[config.mk]
export PLATFORM = sky130hd
export DESIGN_NAME = rxfs_stream_out
export DESIGN_NICKNAME = d
export VERILOG_FILES = /design/src/hdl/rxfs_pkg.sv /design/src/hdl/rxfs_stream_out.sv
export VERILOG_INCLUDE_DIRS = /design/src /design/src/hdl
export SDC_FILE = /design/constraint.sdc
export NUM_CORES = 2
export LEC_CHECK = 0
export ABC_AREA = 1
export BUFFER_PORTS_ARGS = -buffer_cell sky130_fd_sc_hd__buf_2
export CORE_MARGIN = 3
export CORE_UTILIZATION = 60
export DETAILED_ROUTE_END_ITERATION = 16
export PLACE_DENSITY_LB_ADDON = 0.2
export RECOVER_POWER = 100
export SLEW_MARGIN = 20
export SYNTH_ARGS = -nofsm -noshare
export SYNTH_HDL_FRONTEND = slang
export SYNTH_SLANG_ARGS = --single-unit
[constraint.sdc]
create_clock -name clk -period 5.3 [get_ports clk]
set_clock_uncertainty 0.15 [all_clocks]
set_input_delay 0.265 -clock clk [delete_from_list [all_inputs] [get_ports clk]]
set_output_delay 0.265 -clock clk [all_outputs]
set_load 0.02 [all_outputs]
[src/hdl/rxfs_consts.svh]
// Constants of the receive buffer status and stream output block
// Assumes inclusion by the package and by the block's single module
`ifndef RXFS_CONSTS_SVH
`define RXFS_CONSTS_SVH

// ----------------------------------------------------------------------------
// Read state codes
// ----------------------------------------------------------------------------
`define RXFS_RD_IDLE     2'h0
`define RXFS_RD_BUF0     2'h1
`define RXFS_RD_BUF1     2'h2
`define RXFS_RD_DONE     2'h3

// ----------------------------------------------------------------------------
// Queue state codes
// ----------------------------------------------------------------------------
`define RXFS_Q_IDLE      2'h0
`define RXFS_Q_POP       2'h1
`define RXFS_Q_WAIT      2'h2
`define RXFS_Q_DELAY     2'h3

// ----------------------------------------------------------------------------
// Field positions of a stream word
// ----------------------------------------------------------------------------
`define RXFS_DT_LSB      0
`define RXFS_VC_LSB      6
`define RXFS_WC_LSB      8
`define RXFS_PAY_LSB     24

// ----------------------------------------------------------------------------
// Defaults
// ----------------------------------------------------------------------------
`define RXFS_DEF_DEPTH   16
`define RXFS_DEF_QDEPTH  4
`define RXFS_DEF_PAYW    32

`endif

[src/hdl/rxfs_pkg.sv]
// Types of the receive buffer status and stream output block
// Assumes the constants header is on the include path
`include "rxfs_consts.svh"

package rxfs_pkg;

  // --------------------------------------------------------------------------
  // Buffer organisation
  // --------------------------------------------------------------------------
  typedef enum logic [1:0] {
    RXFS_ORG_SINGLE,
    RXFS_ORG_QUEUE,
    RXFS_ORG_ALTERNATING_TWO_BUFFER_MODE
  } rxfs_org_t;

  // --------------------------------------------------------------------------
  // Input word: payload plus packet header fields
  // --------------------------------------------------------------------------
  typedef struct packed {
    logic [1:0]  vc;
    logic [5:0]  dt;
    logic [15:0] wc;
    logic [31:0] payload;
  } rxfs_word_t;

  // --------------------------------------------------------------------------
  // Status flags
  // --------------------------------------------------------------------------
  typedef struct packed {
    logic [1:0] rd_state;
    logic [1:0] q_state;
    logic       buffer_empty_flag;
    logic       buffer_zero_full_flag;
    logic       buffer_one_full_flag;
    logic       queue_empty;
    logic       queue_full;
  } rxfs_status_t;

endpackage : rxfs_pkg

[src/hdl/rxfs_stream_out.sv]
// Receive buffer read side: buffers, queue, status and output stream
// Assumes writer and reader share clk; the writer honours in_ready
//
// Behaviour
// - Single mode: read state 00 idle, 01 reading buffer zero
// - Queue mode: read state 00 idle, 01 reading zero, 11 done
// - Alternating mode: 00 idle, 01 zero, 10 one, 11 done
// - Empty flag for the buffer and full flag for buffer zero
// - Full flag for buffer one, meaningful only in alternating mode
// - Non-single modes report queue state 00,01 pop,10 wait,11 delay
// - Queue pops one entry, waits for readout done, delays one cycle, then idles
// - Stream valid high whenever output word is valid for transfer
// - Stream word carries raw bytes or payload with vc, dt, wc
`timescale 1ns/1ns
`include "rxfs_consts.svh"

module rxfs_stream_out #(
  parameter int DEPTH  = `RXFS_DEF_DEPTH,
  parameter int QDEPTH = `RXFS_DEF_QDEPTH
) (
  // Clock and reset
  input  wire logic                  clk,
  input  wire logic                  nrst,
  // Configuration
  input  wire rxfs_pkg::rxfs_org_t   org,
  input  wire logic                  packet_mode,
  // Write side: one packet per frame, closed by in_last or by the DEPTH-th word
  input  wire logic                  in_valid,
  input  wire rxfs_pkg::rxfs_word_t  in_word,
  input  wire logic                  in_last,
  output logic                       in_ready,
  // Status
  output rxfs_pkg::rxfs_status_t     status,
  // Output stream
  input  wire logic                  axis_tready,
  output logic                       axis_tvalid,
  output logic [55:0]                axis_tdata
);

  localparam int AW = $clog2(DEPTH);
  localparam int QW = $clog2(QDEPTH);

  typedef enum logic [1:0] {RD_IDLE, RD_BUF0, RD_BUF1, RD_DONE} rxfs_rd_t;
  typedef enum logic [1:0] {Q_IDLE, Q_POP, Q_WAIT, Q_DELAY} rxfs_q_t;

  typedef struct packed {
    rxfs_rd_t           rd;
    rxfs_q_t            q;
    logic               rdy;       // Registered write-side ready
    logic               rsel;      // Buffer to read next, alternating mode
    logic [1:0][AW:0]   cnt;       // Words held per buffer
    logic [1:0][AW:0]   len;       // Words per closed frame
    logic [1:0]         closed;
    logic               wsel;
    logic [AW-1:0]      rptr;
    logic [QW:0]        qcnt;
    logic [1:0]         ocnt;      // Two-entry output buffer
    logic [1:0][55:0]   obuf;
    rxfs_pkg::rxfs_status_t st;
    logic               tvalid;
    logic [55:0]        tdata;
  } rxfs_st_t;

  rxfs_st_t s;
  rxfs_st_t next_s;
  logic [55:0] mem [2][DEPTH];
  logic [AW:0] wcnt;
  logic        wr_en;
  logic [55:0] rd_word;

  function automatic logic [55:0] pack_word(input rxfs_pkg::rxfs_word_t w, input logic pm);
    pack_word = pm ? {w.payload, w.wc, w.vc, w.dt} : {24'h00_0000, w.payload};
  endfunction : pack_word

  function automatic logic [1:0] rd_code(input rxfs_rd_t r);
    unique case (r)
      RD_IDLE: rd_code = `RXFS_RD_IDLE;
      RD_BUF0: rd_code = `RXFS_RD_BUF0;
      RD_BUF1: rd_code = `RXFS_RD_BUF1;
      RD_DONE: rd_code = `RXFS_RD_DONE;
    endcase
  endfunction : rd_code

  function automatic logic [1:0] q_code(input rxfs_q_t q);
    unique case (q)
      Q_IDLE:  q_code = `RXFS_Q_IDLE;
      Q_POP:   q_code = `RXFS_Q_POP;
      Q_WAIT:  q_code = `RXFS_Q_WAIT;
      Q_DELAY: q_code = `RXFS_Q_DELAY;
    endcase
  endfunction : q_code

  // --------------------------------------------------------------------------
  // Buffer write port
  // --------------------------------------------------------------------------
  assign wcnt  = s.cnt[s.wsel];
  assign wr_en = in_valid && in_ready;
  assign rd_word = mem[s.rd == RD_BUF1][s.rptr];

  always_ff @(posedge clk) begin
    if (wr_en) begin
      mem[s.wsel][wcnt[AW-1:0]] <= pack_word(in_word, packet_mode);
    end
  end

  // --------------------------------------------------------------------------
  // Next state
  // --------------------------------------------------------------------------
  always_comb begin
    logic       rd_fire;
    logic       pop;
    logic       bsel;
    logic       odrain;
    logic       ofill;
    logic       q_single;
    rd_fire  = 1'b0;
    pop      = 1'b0;
    bsel     = 1'b0;
    ofill    = 1'b0;
    q_single = (org == rxfs_pkg::RXFS_ORG_SINGLE);
    odrain   = s.tvalid && axis_tready;
    next_s   = s;
    // Write side
    if (wr_en) begin
      next_s.cnt[s.wsel] = s.cnt[s.wsel] + 1'b1;
      if (in_last || wcnt == (AW+1)'(DEPTH - 1)) begin
        next_s.closed[s.wsel] = 1'b1;
        next_s.len[s.wsel]    = s.cnt[s.wsel] + 1'b1;
        if (org == rxfs_pkg::RXFS_ORG_ALTERNATING_TWO_BUFFER_MODE) begin
          next_s.wsel = ~s.wsel;
        end
        if (!q_single) begin
          next_s.qcnt = s.qcnt + 1'b1;
        end
      end
    end
    // ------------------------------------------------------------------------
    // Queue controller
    // ------------------------------------------------------------------------
    pop = 1'b0;
    unique case (s.q)
      Q_IDLE:  if (!q_single && s.qcnt != '0 && s.rd == RD_IDLE) next_s.q = Q_POP;
      Q_POP: begin
        pop = 1'b1;
        next_s.q = Q_WAIT;
      end
      Q_WAIT:  if (s.rd == RD_DONE) next_s.q = Q_DELAY;
      Q_DELAY: next_s.q = Q_IDLE;
    endcase
    if (pop) begin
      next_s.qcnt = next_s.qcnt - 1'b1;
    end
    // ------------------------------------------------------------------------
    // Read side
    // ------------------------------------------------------------------------
    bsel    = (s.rd == RD_BUF1);
    ofill   = 1'b0;
    rd_fire = (s.ocnt != 2'h2) || odrain;
    unique case (s.rd)
      RD_IDLE: begin
        next_s.rptr = '0;
        if (q_single ? s.closed[0] : pop) begin
          // Frames are read in the order they were closed
          next_s.rd = s.rsel ? RD_BUF1 : RD_BUF0;
        end
      end
      RD_BUF0, RD_BUF1: begin
        if (rd_fire) begin
          ofill = 1'b1;
          next_s.rptr = s.rptr + 1'b1;
          if ((AW+1)'(s.rptr) + 1'b1 == s.len[bsel]) begin
            next_s.cnt[bsel]    = '0;
            next_s.closed[bsel] = 1'b0;
            next_s.rsel = (org == rxfs_pkg::RXFS_ORG_ALTERNATING_TWO_BUFFER_MODE) && !bsel;
            next_s.rd = q_single ? RD_IDLE : RD_DONE;
          end
        end
      end
      RD_DONE: next_s.rd = RD_IDLE;
    endcase
    // ------------------------------------------------------------------------
    // Output buffer, two entries
    // ------------------------------------------------------------------------
    if (odrain) begin
      next_s.obuf[0] = s.obuf[1];
    end
    next_s.ocnt = s.ocnt + {1'b0, ofill} - {1'b0, odrain};
    if (ofill) begin
      next_s.obuf[next_s.ocnt - 1'b1] = rd_word;
    end
    next_s.tvalid = next_s.ocnt != 2'h0;
    next_s.tdata  = next_s.obuf[0];
    // ------------------------------------------------------------------------
    // Status
    // ------------------------------------------------------------------------
    next_s.st.rd_state              = rd_code(next_s.rd);
    next_s.st.q_state               = q_single ? `RXFS_Q_IDLE : q_code(next_s.q);
    next_s.st.buffer_empty_flag     = next_s.cnt[0] == '0 && next_s.cnt[1] == '0;
    next_s.st.buffer_zero_full_flag = next_s.cnt[0] == (AW+1)'(DEPTH);
    next_s.st.buffer_one_full_flag  = (org == rxfs_pkg::RXFS_ORG_ALTERNATING_TWO_BUFFER_MODE)
                                      && next_s.cnt[1] == (AW+1)'(DEPTH);
    next_s.st.queue_empty           = !q_single && next_s.qcnt == '0;
    next_s.st.queue_full            = !q_single && next_s.qcnt == (QW+1)'(QDEPTH);
    // Writer stalls while the target buffer still holds a closed frame or the queue is full
    next_s.rdy = !next_s.closed[next_s.wsel] && next_s.qcnt != (QW+1)'(QDEPTH);
  end

  assign in_ready = s.rdy;

  // --------------------------------------------------------------------------
  // State register
  // --------------------------------------------------------------------------
  always_ff @(posedge clk or negedge nrst) begin
    if (!nrst) begin
      s <= '0;
      s.st.buffer_empty_flag <= 1'b1;
      s.rdy                  <= 1'b1;
    end else begin
      s <= next_s;
    end
  end

  assign status      = s.st;
  assign axis_tvalid = s.tvalid;
  assign axis_tdata  = s.tdata;

endmodule : rxfs_stream_out

==> flow_metrics.env <==
export IMPL_htreeDepth=4
export IMPL_hold_violations=0
export IMPL_clockBufferDepth=3
export IMPL_grt_overflow_total=0
export IMPL_drtAntennaViolNets=0
export IMPL_finalWeightedCongestion=0.8250
export IMPL_setup_ws_ns=0.3934
export IMPL_layout_min_cycle_time_ns=4.907
export IMPL_io_pins=131
export IMPL_synth_async_reset_ratio_pct=8.150
export IMPL_cts_root_buffer="clkbuf_16"
export IMPL_clkTransAtPathRegs_ns=0.06
export IMPL_critPathRequiredTime_ns=5.50
export IMPL_die_h_um=365.5
export IMPL_nNetsFinal=5917
export IMPL_ys_warn_count=0
export IMPL_totalWireLength_um=221900
export IMPL_routed_via_density=6.667
export IMPL_min_period_over_period_pct=92.58
export IMPL_cp_buffers_inverters=4
export IMPL_setup_tns_ns=0
export IMPL_drt_pass1_iterations=6
export IMPL_grt_usage_pct=33.29
export IMPL_setup_viol=0
export IMPL_hp_class="primary input to register"
export IMPL_worst_slew_pin_slew_ns=2.976
export IMPL_leakage_nw=28.86
export IMPL_die_area_mm2=0.1336
export IMPL_drtIter0Drc=7503
export IMPL_avgSynthCellArea_um2=13.21
export IMPL_clk_latency_ns=0.81
export IMPL_cts_tree="built"
export IMPL_gr_usage_met2_pct=50.32
export IMPL_synthCells=5872
export IMPL_rows=131
export IMPL_synthesis_area_mm2=0.07755
export IMPL_crit_family="buffers and inverters"
export IMPL_synth_edf_count=1792
export IMPL_initial_core_util_pct=60.58
export IMPL_drc_errors=0
export IMPL_cts_setup_buffers=0
export IMPL_first_global_vias=49560
export IMPL_yosysTopAreaCell="edfxtp_1"
export IMPL_cellPowerDensity_mw_per_mm2=497.6
export IMPL_cp_slowest_stage_delay_ns=2.06
export IMPL_drive_gt1_share_pct=7.533
export IMPL_die_w_um=365.5
export IMPL_synth_area_top_cells="edfxtp_1 69%, o21ai_0 6.0%, dfrtp_1 5.1%, o221ai_1 5.0%, nor2_1 4.7%"
export IMPL_yosysSeqAreaShare_pct=74.52
export IMPL_crit_fanout=56
export IMPL_grtUsageMet3_pct=7.864
export IMPL_dp_hpwl_um=109100
export IMPL_synthFlopType="edfxtp_1"
export IMPL_io_buffers=130
export IMPL_cts_sinks=1951
export IMPL_crit_chain="buf_4, inv_2, o21ai_0, inv_1, nor2_1, nand2_1, nor2_4, clkbuf_2"
export IMPL_nFillCells=8907
export IMPL_finalMaxSlewViolations=1388
export IMPL_grt_busiest_layer="met2"
export IMPL_worstPathArrival_ns=5.10
export IMPL_wl_per_cell_um=28.71
export IMPL_grt_max_degree=219
export IMPL_ys_ff_latch=1951
export IMPL_maxSlewHeadroom_pct=-98.39
export IMPL_end_kind="register"
export IMPL_peakVddDrop_mv=0.4277
export IMPL_cts_buffers=190
export IMPL_violations="max-capacitance violations, max-slew violations"
export IMPL_fmax_mhz=203.8
export IMPL_rsz0062_at_grt="no"
export IMPL_critPathLaunchType="register"
export IMPL_power_mw=42.52
export IMPL_yosysTopAreaCellShare_pct=69.39
export IMPL_status="finished with violations"
export IMPL_slowest_stage="clkbuf_2"
export IMPL_area_growth_pct=10.18
export IMPL_grt_pass1_wl_um=325900
export IMPL_ys_types=35
export IMPL_fin_util_pct=66.75
export IMPL_grtUsageMet1_pct=47.93
export IMPL_syn_num_nets=5953
export IMPL_antenna_found_initial=4
export IMPL_vias=51540
export IMPL_critPathKind="register to register"
export IMPL_timing_hold_ws_ns=0.08738
export IMPL_cap_violations=45
export IMPL_core_area_mm2=0.1280
export IMPL_dpl_worst_slack_ns=1.140
[final timing paths]
path / startpoint / to / slack [ns] / cells after the start
max reg2reg: s[187] / mem[0][604] / 0.39 / 8
max in group asynchronous: nrst / s[166] / 1.69 / 4
min in group asynchronous: nrst / axis_tdata[11] / 0.41 / 3
min reg2reg: s[164] / s[164] / 0.34 / 2
max: s[187] / mem[0][604] / 0.39 / 8
min: in_valid / s[182] / 0.09 / 5
[report_power, final]
group | switching [mW] | total (mW) | leakage (nW) | internal, mW
sequential | 0.729 | 18.6 | 18.2 | 17.9
combinational | 7.93 | 10.8 | 7.72 | 2.90
clock | 5.68 | 13.0 | 2.94 | 7.35
total | 14.3 | 42.5 | 28.9 | 28.2
[layer usage]
| metal | up-vias | routed length, um |
|---|---|---|
| met1 | 25610 | 84240 |
| met4 | 2 | 7792 |
| met5 | - | 9 |
| met3 | 548 | 29640 |
| met2 | 3508 | 100300 |
| li1 | 21870 | - |
[layout by cell type (no fill, tap or decap), types with 106 or more instances in the layout]
master     synthesis  routed
edfxtp_1        1792    1792
o21ai_0          931     976
nor2_1           972     959
o221ai_1         440     440
nand2_1          371     369
nand3_1          357     359
clkbuf_16          0     193
clkbuf_1         286     160
dfrtp_1          157     154
a21oi_1          111     106
[worst register-to-register path: cells and delay by family, from the launching register on]
kind	cells	cell delay, ns
AOI/OAI and AO/OA	1	0.61
buffers and inverters	4	2.77
DFF	1	0.32
and+or+nand+nor	3	0.56
[through the flow]
step,std cells,area [um2]
4_1_cts,7729,86120
3_3_place_gp,7347,79800
6_report,7731,85440
2_1_floorplan,5872,77550
3_5_place_dp,7348,79850
5_1_grt,7729,85440
[Yosys cell counts, types with 3 or more instances]
library cell,number
edfxtp_1,1792
nor2_1,972
o21ai_0,931
o221ai_1,440
nand2_1,371
nand3_1,357
clkbuf_1,286
dfrtp_1,157
a21oi_1,111
inv_1,105
buf_4,97
buf_2,88
o21ai_1,50
ha_1,17
buf_1,16
mux2_2,16
o22ai_1,13
xor2_1,11
buf_6,10
o211ai_1,6
o21ai_2,4
inv_2,3
or2_2,3
[sequential cells by signal, indices dropped and copies added, names as in the netlist]
name	cells
axis_tdata	56
axis_tvalid	1
s	93
in_ready	1
status	8
mem	1792
[area by class of cell]
class / count / area, um2 / share of cell area, %
diodes: 2 / 5.005 / 0.005857
clock buffers: 270 / 5259 / 6.155
clock inverters: 86 / 738.2 / 0.8640
inverters: 110 / 445.4 / 0.5213
multi-input cells: 3314 / 17050 / 19.96
flip-flops and latches: 1951 / 57800 / 67.65
well taps: 1729 / 2163 / 2.532
repair buffers: 269 / 1977 / 2.314
[what timing repair did]
action,CTS,global route
hold buffers,25,0
hold endpoints to repair,454,0
gates resized for setup,0,0
setup endpoints to repair,0,0
[logic make-up (layout without fill, tap and decap cells)]
| logic type | after synthesis | count (layout) | synth area share, % |
|---|---|---|---|
| other | 0 | 2 | 0 |
| AO/OA/AOI/OAI | 1557 | 1557 | 12.24 |
| AND/OR/NAND/NOR | 1711 | 1711 | 8.924 |
| adder cells (fa/ha/maj) | 17 | 17 | 0.2743 |
| flip-flops | 1951 | 1951 | 74.52 |
| multiplexers | 16 | 16 | 0.2323 |
| buffers and inverters | 607 | 735 | 3.646 |
| XOR/XNOR | 13 | 13 | 0.1565 |
Power figures use the tool's default switching activity.
